===== src/design/smartcard_pkg.sv =====
package smartcard_pkg;

  localparam int ADDR_W = 3;
  localparam int ETU_W = 11;
  localparam int GT_W = 9;

  // register offsets
  localparam logic [ADDR_W-1:0] OFS_ETU_LOW = 3'h0;
  localparam logic [ADDR_W-1:0] OFS_ETU_HIGH = 3'h1;
  localparam logic [ADDR_W-1:0] OFS_GUARD_LOW = 3'h2;
  localparam logic [ADDR_W-1:0] OFS_GUARD_HIGH = 3'h3;
  localparam logic [ADDR_W-1:0] OFS_CONTROL = 3'h4;
  localparam logic [ADDR_W-1:0] OFS_STATUS = 3'h5;
  localparam logic [ADDR_W-1:0] OFS_TX_DATA = 3'h6;
  localparam logic [ADDR_W-1:0] OFS_RX_DATA = 3'h7;

  // etu high register fields
  localparam int ETUH_COMP_BIT = 7;
  // control register fields
  localparam int CTL_UART_BIT = 0;
  localparam int CTL_INVERT_BIT = 1;
  localparam int CTL_MSB_FIRST_BIT = 2;
  localparam int CTL_T0_BIT = 3;
  localparam int CTL_BG_ENABLE_BIT = 4;
  // status register fields
  localparam int ST_TX_FULL_BIT = 0;
  localparam int ST_RX_FULL_BIT = 1;
  localparam int ST_PAR_ERR_BIT = 2;
  localparam int ST_TX_FAIL_BIT = 3;
  localparam int ST_BUSY_BIT = 4;
  localparam int ST_RETRY_BIT = 5;

  // reset values
  localparam logic [ETU_W-1:0] ETU_RESET = 11'h174;
  localparam logic [GT_W-1:0] GUARD_RESET = 9'h00C;
  localparam logic [GT_W-1:0] COUNT_PARKED = 9'h1FF;
  localparam logic [7:0] CONTROL_RESET = 8'h09;

  // character timing, in etu indices from the leading edge
  localparam logic [3:0] IDX_PARITY = 4'h9;
  localparam logic [3:0] IDX_GUARD = 4'hA;
  localparam logic [3:0] IDX_ERR_END = 4'hC;
  localparam logic [2:0] MAX_TRIES = 3'h5;

  typedef struct packed {
    logic [ADDR_W-1:0] addr;
    logic [7:0] wdata;
    logic wr;
    logic rd;
  } regReq_t;

  typedef enum logic [1:0] {
    ST_IDLE,
    ST_TX,
    ST_RX,
    ST_ERRSIG
  } charState_t;

endpackage


===== src/design/etu_divider.sv =====
`timescale 1ns/1ps
module etu_divider #(
  parameter int W = 11
) (
  input wire logic mclk,
  input wire logic rst,
  input wire logic restart,
  input wire logic shorten,
  input wire logic [W-1:0] etuVal,
  output logic tick,
  output logic half
);
  logic [W-1:0] cnt_r;
  logic [W-1:0] cnt_nxt;
  wire [W-1:0] limit = etuVal - {{(W-1){1'b0}}, shorten};
  wire atEnd = (cnt_r >= limit - {{(W-1){1'b0}}, 1'b1});

  // restart aligns the bit grid to the character's leading edge
  assign cnt_nxt = (restart || atEnd) ? '0 : cnt_r + {{(W-1){1'b0}}, 1'b1};
  assign tick = atEnd && !restart;
  assign half = (cnt_r == (limit >> 1)) && !restart;

  always_ff @(posedge mclk)
  begin
    if (rst)
      cnt_r <= '0;
    else
      cnt_r <= cnt_nxt;
  end
endmodule


===== src/design/smartcard_char_timing.sv =====
// Summary of operation
// - shifter converts serial line and eight-bit byte
// - selectable bit order and inversion of values
// - parity generated on send, checked on receive
// - separate transmit and receive byte buffers
// - sent character stays in shifter for repeats
// - sequencer runs only in character mode
// - transmission wins over reception when both pending
// - eleven-bit divider gives one tick per etu
// - compensation shortens even bits by one clock
// - guard counter starts at one, counts to limit
// - guard register reads programmed value, not count
// - block guard clears on each received character
// - block guard reaching shadow permits, then stops
// - shadow loads on enable rising edge only
// - block guard programmable up to 511 etus
// - parity error drives line low 2 etus from 10.5
// - transmitter samples error, repeats, five tries max
`timescale 1ns/1ps
module smartcard_char_timing #(
  parameter int ETU_W = smartcard_pkg::ETU_W,
  parameter int GT_W = smartcard_pkg::GT_W
) (
  input wire logic mclk,
  input wire logic rst,
  input wire smartcard_pkg::regReq_t regReq,
  output logic [7:0] regRdata,
  input wire logic ioIn,
  output logic ioOut,
  output logic ioOe
);
  import smartcard_pkg::*;

  logic [ETU_W-1:0] etuVal_r;
  logic comp_r;
  logic [GT_W-1:0] guardVal_r;
  logic [7:0] control_r;
  logic [GT_W-1:0] bgShadow_r;
  logic [GT_W-1:0] gtCnt_r;
  logic [GT_W-1:0] bgCnt_r;
  logic [7:0] txBuf_r;
  logic [7:0] rxBuf_r;
  logic txFull_r;
  logic rxFull_r;
  logic parErr_r;
  logic txFail_r;
  logic retry_r;
  logic rxBad_r;
  logic [2:0] tries_r;
  logic [8:0] shift_r;
  logic [3:0] bitIdx_r;
  logic ioPrev_r;
  logic [7:0] regRdata_r;
  logic ioOut_r;
  logic ioOe_r;
  charState_t state_r;
  charState_t state_nxt;
  logic etuTick;
  logic etuHalf;

  // control decode
  wire uartMode = control_r[CTL_UART_BIT];
  wire invert = control_r[CTL_INVERT_BIT];
  wire msbFirst = control_r[CTL_MSB_FIRST_BIT];
  wire t0Mode = control_r[CTL_T0_BIT];
  wire bgEnable = control_r[CTL_BG_ENABLE_BIT];

  // register write and read decode
  wire wrEtuLow = regReq.wr && (regReq.addr == OFS_ETU_LOW);
  wire wrEtuHigh = regReq.wr && (regReq.addr == OFS_ETU_HIGH);
  wire wrGuardLow = regReq.wr && (regReq.addr == OFS_GUARD_LOW);
  wire wrGuardHigh = regReq.wr && (regReq.addr == OFS_GUARD_HIGH);
  wire wrControl = regReq.wr && (regReq.addr == OFS_CONTROL);
  wire wrStatus = regReq.wr && (regReq.addr == OFS_STATUS);
  wire wrTxData = regReq.wr && (regReq.addr == OFS_TX_DATA);
  wire rdRxData = regReq.rd && (regReq.addr == OFS_RX_DATA);
  wire bgRise = wrControl && regReq.wdata[CTL_BG_ENABLE_BIT] && !bgEnable;

  // bit order reversal, both directions
  logic [7:0] txRev;
  logic [7:0] rxRev;
  wire [8:0] rxWord = {invert ^ ioIn, shift_r[8:1]};
  genvar gi;
  generate
    for (gi = 0; gi < 8; gi++)
    begin : g_rev
      assign txRev[gi] = txBuf_r[7-gi];
      assign rxRev[gi] = rxWord[7-gi];
    end
  endgenerate
  wire [7:0] txOrdered = msbFirst ? txRev : txBuf_r;
  wire [7:0] rxOrdered = msbFirst ? rxRev : rxWord[7:0];
  wire txParity = ^txBuf_r;
  wire rxParityBad = ^rxWord;

  // spacing permits
  wire gtDone = (gtCnt_r >= guardVal_r);
  wire bgDone = !bgEnable || (bgCnt_r >= bgShadow_r);
  wire txPending = txFull_r || retry_r;
  wire txGo = uartMode && txPending && gtDone && bgDone;
  wire startEdge = uartMode && ioPrev_r && !ioIn;

  wire inIdle = (state_r == ST_IDLE);
  wire inTx = (state_r == ST_TX);
  wire inRx = (state_r == ST_RX);
  wire inErr = (state_r == ST_ERRSIG);
  wire startTx = inIdle && txGo;
  wire startRx = inIdle && !txGo && startEdge;

  // receive milestones
  wire rxHalf = inRx && etuHalf;
  wire rxStartLost = rxHalf && (bitIdx_r == 4'h0) && ioIn;
  wire rxSample = rxHalf && (bitIdx_r != 4'h0) && (bitIdx_r <= IDX_PARITY);
  wire rxLast = rxHalf && (bitIdx_r == IDX_PARITY);
  wire rxEnd = rxHalf && (bitIdx_r == IDX_GUARD);
  wire errSigGo = rxEnd && rxBad_r && t0Mode;
  wire errSigEnd = inErr && etuHalf && (bitIdx_r == IDX_ERR_END);

  // transmit milestones
  wire txTick = inTx && etuTick;
  wire txRotate = txTick && (bitIdx_r != 4'h0) && (bitIdx_r <= IDX_PARITY);
  wire txCheck = txTick && (bitIdx_r == IDX_GUARD);
  wire txErrSeen = txCheck && t0Mode && !ioIn;
  wire [8:0] shiftRot = {shift_r[0], shift_r[8:1]};
  wire [8:0] txLoad = {txParity, txOrdered};

  // compensation applies to even-numbered bits of the character
  wire shortBit = comp_r && !bitIdx_r[0] && !inIdle;

  etu_divider #(
    .W(ETU_W)
  ) u_etu (
    .mclk(mclk),
    .rst(rst),
    .restart(startTx || startRx),
    .shorten(shortBit),
    .etuVal(etuVal_r),
    .tick(etuTick),
    .half(etuHalf)
  );

  always_comb
  begin
    state_nxt = state_r;
    case (state_r)
      ST_IDLE:
        if (startTx)
          state_nxt = ST_TX;
        else if (startRx)
          state_nxt = ST_RX;
      ST_TX:
        if (txCheck || !uartMode)
          state_nxt = ST_IDLE;
      ST_RX:
        if (errSigGo)
          state_nxt = ST_ERRSIG;
        else if (rxEnd || rxStartLost || !uartMode)
          state_nxt = ST_IDLE;
      ST_ERRSIG:
        if (errSigEnd || !uartMode)
          state_nxt = ST_IDLE;
      default:
        state_nxt = ST_IDLE;
    endcase
  end

  // next line drive; start bit is always a low level
  wire driveData = txTick && (bitIdx_r < IDX_PARITY);
  wire [8:0] nextShift = (bitIdx_r == 4'h0) ? shift_r : shiftRot;
  wire ioOe_nxt = startTx || errSigGo || (inTx && !(txTick && bitIdx_r == IDX_PARITY)
    && bitIdx_r <= IDX_PARITY) || (inErr && !errSigEnd);
  wire ioOut_nxt = driveData ? (invert ^ nextShift[0]) : (inTx && !startTx && ioOut_r);

  // register read mux; guard reads back the setting, never the count
  logic [7:0] status;
  assign status = {2'b00, retry_r, !inIdle, txFail_r, parErr_r, rxFull_r, txFull_r};
  wire [7:0] rdMux =
    (regReq.addr == OFS_ETU_LOW) ? etuVal_r[7:0] :
    (regReq.addr == OFS_ETU_HIGH) ? {comp_r, 4'h0, etuVal_r[ETU_W-1:8]} :
    (regReq.addr == OFS_GUARD_LOW) ? guardVal_r[7:0] :
    (regReq.addr == OFS_GUARD_HIGH) ? {7'h00, guardVal_r[GT_W-1]} :
    (regReq.addr == OFS_CONTROL) ? control_r :
    (regReq.addr == OFS_STATUS) ? status :
    (regReq.addr == OFS_TX_DATA) ? txBuf_r :
    rxBuf_r;

  always_ff @(posedge mclk)
  begin
    if (rst)
    begin
      state_r <= ST_IDLE;
      regRdata_r <= 8'h00;
      ioOut_r <= 1'b0;
      ioOe_r <= 1'b0;
      ioPrev_r <= 1'b1;
      bitIdx_r <= 4'h0;
    end
    else
    begin
      state_r <= state_nxt;
      regRdata_r <= regReq.rd ? rdMux : 8'h00;
      ioOut_r <= ioOut_nxt;
      ioOe_r <= ioOe_nxt;
      ioPrev_r <= ioIn;
      if (startTx || startRx)
        bitIdx_r <= 4'h0;
      else if (etuTick && bitIdx_r != 4'hF)
        bitIdx_r <= bitIdx_r + 4'h1;
    end
  end

  // software registers
  always_ff @(posedge mclk)
  begin
    if (rst)
    begin
      etuVal_r <= ETU_RESET;
      comp_r <= 1'b0;
      guardVal_r <= GUARD_RESET;
      control_r <= CONTROL_RESET;
      bgShadow_r <= GUARD_RESET;
      txBuf_r <= 8'h00;
    end
    else
    begin
      if (wrEtuLow)
        etuVal_r[7:0] <= regReq.wdata;
      if (wrEtuHigh)
      begin
        etuVal_r[ETU_W-1:8] <= regReq.wdata[ETU_W-9:0];
        comp_r <= regReq.wdata[ETUH_COMP_BIT];
      end
      if (wrGuardLow)
        guardVal_r[7:0] <= regReq.wdata;
      if (wrGuardHigh)
        guardVal_r[GT_W-1] <= regReq.wdata[0];
      if (wrControl)
        control_r <= regReq.wdata;
      // later guard writes leave the shadow alone
      if (bgRise)
        bgShadow_r <= guardVal_r;
      if (wrTxData)
        txBuf_r <= regReq.wdata;
    end
  end

  // shifter, buffers and flags
  always_ff @(posedge mclk)
  begin
    if (rst)
    begin
      shift_r <= 9'h000;
      rxBuf_r <= 8'h00;
      txFull_r <= 1'b0;
      rxFull_r <= 1'b0;
      parErr_r <= 1'b0;
      txFail_r <= 1'b0;
      retry_r <= 1'b0;
      rxBad_r <= 1'b0;
      tries_r <= 3'h0;
    end
    else
    begin
      // a retry keeps the old shifter content instead of reloading
      if (startTx && !retry_r)
        shift_r <= txLoad;
      else if (txRotate)
        shift_r <= shiftRot;
      else if (rxSample)
        shift_r <= rxWord;
      if (startTx && !retry_r)
        tries_r <= 3'h1;
      else if (startTx)
        tries_r <= tries_r + 3'h1;
      // a byte written in the start cycle stays pending, not lost
      if (wrTxData)
        txFull_r <= 1'b1;
      else if (startTx && !retry_r)
        txFull_r <= 1'b0;
      if (wrTxData)
        retry_r <= 1'b0;
      else if (txErrSeen && tries_r < MAX_TRIES)
        retry_r <= 1'b1;
      else if (startTx)
        retry_r <= 1'b0;
      if (txErrSeen && tries_r >= MAX_TRIES)
        txFail_r <= 1'b1;
      else if (wrStatus && regReq.wdata[ST_TX_FAIL_BIT])
        txFail_r <= 1'b0;
      if (rxLast)
        rxBad_r <= rxParityBad;
      if (rxLast && rxParityBad)
        parErr_r <= 1'b1;
      else if (wrStatus && regReq.wdata[ST_PAR_ERR_BIT])
        parErr_r <= 1'b0;
      // in error-signal mode a bad character is not delivered
      if (rxLast && !(rxParityBad && t0Mode))
        rxBuf_r <= rxOrdered;
      if (rxLast && !(rxParityBad && t0Mode))
        rxFull_r <= 1'b1;
      else if (rdRxData)
        rxFull_r <= 1'b0;
    end
  end

  // guard and block guard counters
  always_ff @(posedge mclk)
  begin
    if (rst)
    begin
      gtCnt_r <= COUNT_PARKED;
      bgCnt_r <= COUNT_PARKED;
    end
    else
    begin
      if (startTx)
        gtCnt_r <= {{(GT_W-1){1'b0}}, 1'b1};
      // first etu holds at one, so the limit is leading-edge spacing
      else if (etuTick && !gtDone && !(inTx && bitIdx_r == 4'h0))
        gtCnt_r <= gtCnt_r + {{(GT_W-1){1'b0}}, 1'b1};
      // terminal send parks the counter at its limit
      if (startTx)
        bgCnt_r <= bgShadow_r;
      else if (startRx && bgEnable)
        bgCnt_r <= '0;
      else if (etuTick && bgCnt_r < bgShadow_r)
        bgCnt_r <= bgCnt_r + {{(GT_W-1){1'b0}}, 1'b1};
    end
  end

  assign regRdata = regRdata_r;
  assign ioOut = ioOut_r;
  assign ioOe = ioOe_r;
endmodule


===== config.mk =====
export PLATFORM = sky130hd
export DESIGN_NAME = smartcard_char_timing
export DESIGN_NICKNAME = d
export VERILOG_FILES = /design/src/design/smartcard_pkg.sv /design/src/design/etu_divider.sv /design/src/design/smartcard_char_timing.sv
export SDC_FILE = /design/constraint.sdc
export NUM_CORES = 1
export LEC_CHECK = 0
export BUFFER_PORTS_ARGS = -buffer_cell sky130_fd_sc_hd__clkbuf_2
export CORE_MARGIN = 4
export CORE_UTILIZATION = 48
export DETAILED_ROUTE_END_ITERATION = 6
export GPL_TIMING_DRIVEN = 0
export PLACE_DENSITY_LB_ADDON = 0.12
export RECOVER_POWER = 100
export SLEW_MARGIN = 20
export SYNTH_ARGS = -nofsm -noshare
export SYNTH_HDL_FRONTEND = slang
export SYNTH_SLANG_ARGS = --single-unit

===== constraint.sdc =====
create_clock -name mclk -period 5.43 [get_ports mclk]
set_input_delay 0.8145 -clock mclk [delete_from_list [all_inputs] [get_ports mclk]]
set_output_delay 0.8145 -clock mclk [all_outputs]
set_load 0.01 [all_outputs]

==> results of run 1 <==
## synth_stat cells, types with 5 or more instances
master / number / area, um^2
or3_1: 7 / 43.8
xnor2_1: 38 / 333
nor3b_1: 7 / 52.6
nor3_1: 19 / 95.1
xor2_1: 24 / 210
a31oi_1: 7 / 43.8
nor2b_1: 10 / 62.6
mux2_2: 9 / 101
clkbuf_1: 37 / 139
nand2_1: 105 / 394
nand2b_1: 10 / 62.6
nor2_1: 82 / 308
inv_1: 35 / 131
dfxtp_1: 118 / 2360
buf_2: 5 / 25.0
mux2i_1: 52 / 521
nand4_1: 16 / 100
a211oi_1: 10 / 75.1
a21o_1: 5 / 37.5
and2_1: 6 / 37.5
or2_2: 5 / 31.3
o21ai_0: 26 / 130
nand3_1: 15 / 75.1
ha_1: 42 / 526
a311oi_1: 5 / 43.8
and3_1: 13 / 81.3
a21oi_1: 71 / 355
o211ai_1: 15 / 113
## cell families (layout without fill, tap and decap cells)
kind of cell	after synthesis	count (layout)	share of synthesized area
adder cells (fa/ha/maj)	42	42	0.0734
flip-flops	118	118	0.330
multiplexers	63	63	0.0931
XOR/XNOR	65	65	0.0853
AND/OR/NAND/NOR	312	312	0.210
buffers and inverters	83	142	0.0454
AO/OA/AOI/OAI	182	182	0.163
## area by class of cell
class                   count  share of cell area
multi-input cells         664               0.553
plain buffers              47              0.0237
clock buffers              18              0.0525
flip-flops and latches    118               0.289
repair buffers             27              0.0161
clock inverters            14              0.0211
inverters                  36              0.0165
well taps                 184              0.0282
## worst max path at each step
stage / start / to / slack, ns
final: state_r[1]$_SDFFE_PP0P_ / shift_r[1]$_SDFFE_PP0P_ / 0.23
after global routing: state_r[1]$_SDFFE_PP0P_ / shift_r[1]$_SDFFE_PP0P_ / 0.01
after CTS: state_r[1]$_SDFFE_PP0P_ / shift_r[7]$_SDFFE_PP0P_ / 0.004
after detailed placement: state_r[1]$_SDFFE_PP0P_ / gtCnt_r[3]$_SDFFE_PP1P_ / -0.91
after global placement: state_r[1]$_SDFFE_PP0P_ / gtCnt_r[3]$_SDFFE_PP1P_ / -0.78
after floorplan: state_r[1]$_SDFFE_PP0P_ / gtCnt_r[3]$_SDFFE_PP1P_ / 0.53
## layout by cell type, fill, tap and decap left out, drive strengths merged, types with 24 or more instances in the layout
master	synthesis	final
inv	35	40
clkbuf	37	82
xnor2	38	38
xor2	24	24
dfxtp	118	118
nor2	82	82
ha	42	42
mux2i	52	52
a21oi	71	71
nand2	105	105
o21ai	26	26
## critical path: cells and delay by family (launching register included)
family                     cells  cell delay (ns)
muxes                          1             0.22
DFF                            1             0.42
AOI/OAI and AO/OA              4             1.11
and+or+nand+nor                8             2.03
buffers and inverters          2             0.43
xor gates and xnor gates       2             0.32
adders and majority gates      2             0.53
## sequential cells by signal, summed over array words and instances, names as in the netlist, 2 cells and up
signal and count:
etuVal_r 11, regRdata 8, u_etu.cnt_r 11, txBuf_r 8
shift_r 9, state_r 2, bgShadow_r 9, bitIdx_r 4
gtCnt_r 9, guardVal_r 9, bgCnt_r 9, rxBuf_r 8
control_r 8, tries_r 3
## what timing repair did
item / CTS / global route
pin swaps: 2 / 1
endpoints found under the setup margin: 26 / 38
cloned: 0 / 1
resized for setup: 8 / 10
buffers inserted: 4 / 0
## report_power, final
part | switching (mW) | internal [mW] | leakage, nW | total [mW]
clock | 0.433 | 0.725 | 0.292 | 1.16
combinational | 0.174 | 0.104 | 1.93 | 0.277
sequential | 0.0249 | 0.890 | 0.957 | 0.914
## metal layers
| metal | up-vias | wire length (um) | track usage | part of all wire |
|---|---|---|---|---|
| met4 | 0 | 650 | 0.102 | 0.030 |
| met3 | 54 | 1330 | 0.0508 | 0.062 |
| met5 | - | 0 | 0 | 0 |
| li1 | 3170 | - | - | - |
| met2 | 212 | 9940 | 0.414 | 0.46 |
| met1 | 3143 | 9590 | 0.355 | 0.45 |
==> impl_metrics.env, run 1 <==
export IMPL_outcome="finished with violations"
export IMPL_violations="max-capacitance violations, max-slew violations"
export IMPL_final_core_util=0.560
export IMPL_maxSlewViolCount=11
export IMPL_synthArstFlopShare=0
export IMPL_synth_cell_type_count=63
export IMPL_hold_class="register to register"
export IMPL_clock_latency_ns=0.43
export IMPL_instances_no_fill=1108
export IMPL_clkTransAtPathRegs_ns=0.06
export IMPL_via_count=6579
export IMPL_fin_skew_ns=0.0112
export IMPL_coreArea_mm2=0.0146
export IMPL_crit_path_start_kind="register"
export IMPL_drt_iter0_drc=517
export IMPL_die_height_um=130
export IMPL_grt_pass1_wl_mm=34.4
export IMPL_r2r_start="state_r[1]$_SDFFE_PP0P_"
export IMPL_worst_path_max_delay_cell="dfxtp_2"
export IMPL_leakage_nw=3.18
export IMPL_clockBufferDepth=2
export IMPL_first_pass_iters=6
export IMPL_setup_viol=0
export IMPL_synth_edf_count=0
export IMPL_syn_to_final_growth_pct=14.2
export IMPL_period_needed_ns=5.20
export IMPL_hpwlAfterDp_mm=15.9
export IMPL_cp_slowest_stage_delay_ns=0.42
export IMPL_syn_inst=865
export IMPL_dp_cells=1071
export IMPL_grt_pass1_vias=6421
export IMPL_ff2ff_setup_slack_ns=0.23
export IMPL_rows=44
export IMPL_worst_slack_ns=0.226
export IMPL_initial_core_util=0.491
export IMPL_ioPinCount=26
export IMPL_port_buffers=22
export IMPL_max_cap_viol_count=1
export IMPL_register_area_mm2=0.00236
export IMPL_r2r_end="shift_r[1]$_SDFFE_PP0P_"
export IMPL_ys_flop_type="dfxtp_1"
export IMPL_cts_tree="built"
export IMPL_max_freq_mhz=192
export IMPL_h_tree_depth=4
export IMPL_die_x_um=130
export IMPL_hold_slack_ns=0.472
export IMPL_hp_start="guardVal_r[5]$_SDFFE_PP0P_"
export IMPL_ant_nets=0
export IMPL_final_area_mm2=0.00818
export IMPL_critical_path_class="register to register"
export IMPL_cts_buffers=17
export IMPL_min_to="guardVal_r[5]$_SDFFE_PP0P_"
export IMPL_crit_chain="nor2_2 -> nor3b_2 -> ha_2 -> or3b_1 -> xnor2_1 -> or3_1 -> or2_2 -> a211oi_2 -> xnor2_1 -> ha_1 -> and4_1 -> a2111oi_2 -> o211ai_1 -> buf_4 -> and4_1 -> a311oi_2 -> buf_4 -> mux2i_1 -> nor2_1"
export IMPL_peakVddDrop_mv=0.228
export IMPL_dieArea_mm2=0.0169
export IMPL_grt_max_degree=17
export IMPL_drcViolationCount=0
export IMPL_syn_avg_cell_area_um2=8.28
export IMPL_nets=969
export IMPL_drive_above_1_share=0.0898
export IMPL_hold_path_cell_count=2
export IMPL_fin_crit_sh=0.958
export IMPL_cts_sinks=118
export IMPL_cts_root_buf="clkbuf_16"
export IMPL_finalHoldViolations=0
export IMPL_tns_ns=0
export IMPL_power_total_mw=2.35
export IMPL_wl_per_cell_um=19.4
export IMPL_syn_cell_area_mm2=0.00716
export IMPL_worst_pin_slew_ns=1.59
export IMPL_routed_wl_mm=21.5
export IMPL_rsz0062_at_grt="no"
export IMPL_slew_headroom=-0.0705
export IMPL_ff2ff_path_depth=19
export IMPL_synth_nets=923
export IMPL_detailedPlace_worstSlack_ns=-0.906
export IMPL_ys_seq_area_frac=0.330
export IMPL_yosysWarnings=0
export IMPL_multi_input_area_mm2=0.00452
export IMPL_placed_area_mm2=0.00751
export IMPL_p_per_area_mw_per_mm2=287
export IMPL_cts_hold_buffers=0
export IMPL_track_usage=0.262
export IMPL_worstSetupEndpointType="register"
export IMPL_via_per_inst=5.94
export IMPL_fillCellCount=1346
export IMPL_antenna_found_initial=0
export IMPL_crit_fanout=8
export IMPL_worstPathRequired_ns=5.73
export IMPL_place_gp_congestion=1.01
export IMPL_critPathArrivalTime_ns=5.50
export IMPL_ys_ff_latch=118
export IMPL_antennaDiodeCount=0
export IMPL_grt_ovfl_total=0
Power figures use the tool's default switching activity.
==> inputs of run 2 (changes only) <==
clock period = 6.5 ns   (was 5.43 ns; I/O delays follow)
==> run 2 against run 1 <==
  * The flow still finishes with violations (max-capacitance violations, max-slew violations)
  * Die area is the same
  * Utilization decreased by 0.61 points
  * First-iteration DRC count grew 6.0%
  * Design area is 1.1% lower
  * Clock-buffer cell count did not move
  * Clock skew rose by 0.0011 ns
  * Flip-flop and latch count did not move
  * Routed wire length shrank 0.79%
  * Sequential power fell by 17%
  * Register-to-register slack improved by 0.22 ns
  * Critical path type unchanged
==> impl_metrics.env, run 2 (same netlist as run 1, synthesis figures left out) <==
export IMPL_critical_path_class="register to register"
export IMPL_via_count=6503
export IMPL_cts_hold_buffers=0
export IMPL_place_gp_congestion=1.01
export IMPL_rsz0062_at_grt="no"
export IMPL_first_pass_iters=7
export IMPL_cts_sinks=118
export IMPL_coreArea_mm2=0.0146
export IMPL_critPathArrivalTime_ns=6.35
export IMPL_final_area_mm2=0.00809
export IMPL_layout_common_cells="dfxtp_1 (118), nand2_1 (105), nor2_1 (82)"
export IMPL_dieArea_mm2=0.0169
export IMPL_drive_above_1_share=0.0718
export IMPL_cts_buffers=17
export IMPL_grt_pass1_wl_mm=34.3
export IMPL_crit_path_start_kind="register"
export IMPL_clkTransAtPathRegs_ns=0.06
export IMPL_worst_path_max_delay_cell="clkbuf_1"
export IMPL_hpwlAfterDp_mm=15.9
export IMPL_syn_to_final_growth_pct=12.9
export IMPL_die_height_um=130
export IMPL_h_tree_depth=4
export IMPL_port_buffers=22
export IMPL_fin_skew_ns=0.0122
export IMPL_max_freq_mhz=165
export IMPL_fin_crit_sh=0.931
export IMPL_slew_headroom=-0.0485
export IMPL_cts_resized=0
export IMPL_peakVddDrop_mv=0.190
export IMPL_path_depth=18
export IMPL_final_core_util=0.554
export IMPL_hold_class="register to register"
export IMPL_ff2ff_path_depth=18
export IMPL_nets=964
export IMPL_rows=44
export IMPL_worstPathRequired_ns=6.79
export IMPL_finalHoldViolations=0
export IMPL_ioPinCount=26
export IMPL_cp_slowest_stage_delay_ns=0.59
export IMPL_antennaDiodeCount=0
export IMPL_outcome="finished with violations"
export IMPL_worstSetupEndpointType="register"
export IMPL_clock_latency_ns=0.43
export IMPL_routed_wl_mm=21.3
export IMPL_grt_ovfl_total=0
export IMPL_worst_pin_slew_ns=1.56
export IMPL_p_per_area_mw_per_mm2=242
export IMPL_initial_core_util=0.491
export IMPL_final_common_cell="dfxtp_1"
export IMPL_track_usage=0.262
export IMPL_cts_setup_buffers=0
export IMPL_top_regs="etuVal_r: 11 flops, u_etu.cnt_r: 11 flops"
export IMPL_drt_iter0_drc=548
export IMPL_grt_max_degree=17
export IMPL_wl_per_cell_um=19.3
export IMPL_period_needed_ns=6.05
export IMPL_crit_chain="nor2_1 -> nor3b_1 -> ha_1 -> or3b_1 -> xnor2_1 -> or3_1 -> or2_2 -> a211oi_1 -> xnor2_1 -> ha_1 -> and4_1 -> a2111oi_0 -> o211ai_1 -> and4_1 -> a311oi_1 -> clkbuf_1 -> mux2i_1 -> nor2_1"
export IMPL_antenna_found_initial=0
export IMPL_via_per_inst=5.90
export IMPL_grt_pass1_vias=6408
export IMPL_power_total_mw=1.96
export IMPL_tns_ns=0
export IMPL_cts_tree="built"
export IMPL_cp_num_buf_inv=1
export IMPL_setup_viol=0
export IMPL_max_cap_viol_count=1
export IMPL_hold_path_cell_count=2
export IMPL_leakage_nw=3.14
export IMPL_crit_fanout=9
export IMPL_fillCellCount=1353
export IMPL_clockBufferDepth=2
export IMPL_cts_root_buf="clkbuf_16"
export IMPL_ant_nets=0
export IMPL_placed_area_mm2=0.00751
export IMPL_violations="max-capacitance violations, max-slew violations"
export IMPL_drcViolationCount=0
export IMPL_cp_top_family="simple AND/OR/NAND/NOR gates"
export IMPL_maxSlewViolCount=11
export IMPL_die_x_um=130
-- run 2: cell count changes in the layout (fill, tap and decap cells not counted), sizes merged --
cell / previous run / this run
buf: 10 / 4
clkbuf: 82 / 83
-- run 2: power by group --
group          switching, mW  leakage [nW]  internal (mW)  total (mW)
registers             0.0204         0.956          0.743       0.763
logic                  0.143          1.89         0.0838       0.227
clock network          0.361         0.292          0.606       0.967
total                  0.525          3.14           1.43        1.96
-- run 2: worst paths after layout --
path | from | slack (ns) | endpoint
min | guardVal_r[5]$_SDFFE_PP0P_ | 0.47 | guardVal_r[5]$_SDFFE_PP0P_
min reg2reg | guardVal_r[5]$_SDFFE_PP0P_ | 0.47 | guardVal_r[5]$_SDFFE_PP0P_
max reg2reg | state_r[1]$_SDFFE_PP0P_ | 0.45 | shift_r[1]$_SDFFE_PP0P_
max | state_r[1]$_SDFFE_PP0P_ | 0.45 | shift_r[1]$_SDFFE_PP0P_
-- run 2: per-layer routing --
layer,global-route usage,up-vias,wire length (um)
met2,0.413,230,9770
met3,0.0528,51,1300
li1,-,3151,-
met4,0.103,0,593
met5,0,-,0
met1,0.354,3071,9680
-- run 2: per-stage QoR --
stage | setup WS, ns | hold slack, ns | instances
after floorplan | 1.60 | 0.432 | 865
after global placement | 0.293 | 0.446 | 1071
after detailed placement | 0.164 | 0.464 | 1071
after CTS | 0.185 | 0.472 | 1103
after global routing | 0.0580 | 0.489 | 1103
final | 0.445 | 0.465 | 1103
-- run 2: worst register-to-register path, cell delays in order (launching register included) --
cell,delay [ns]
dfxtp_1,0.49
nor2_1,0.24
nor3b_1,0.39
ha_1,0.28
or3b_1,0.43
xnor2_1,0.17
or3_1,0.39
or2_2,0.35
a211oi_1,0.29
xnor2_1,0.16
ha_1,0.28
and4_1,0.22
a2111oi_0,0.45
o211ai_1,0.30
and4_1,0.27
a311oi_1,0.26
clkbuf_1,0.59
mux2i_1,0.31
nor2_1,0.06
-- run 2: layout make-up --
class / count / area, um^2 / area share
Clock buffer: 18 / 429 / 0.0531
Timing Repair Buffer: 22 / 96.3 / 0.0119
Buffer: 47 / 186 / 0.0231
Tap cell: 184 / 230 / 0.0285
Clock inverter: 14 / 173 / 0.0214
Inverter: 36 / 135 / 0.0167
Multi-Input combinational cell: 664 / 4470 / 0.553
Sequential cell: 118 / 2360 / 0.292
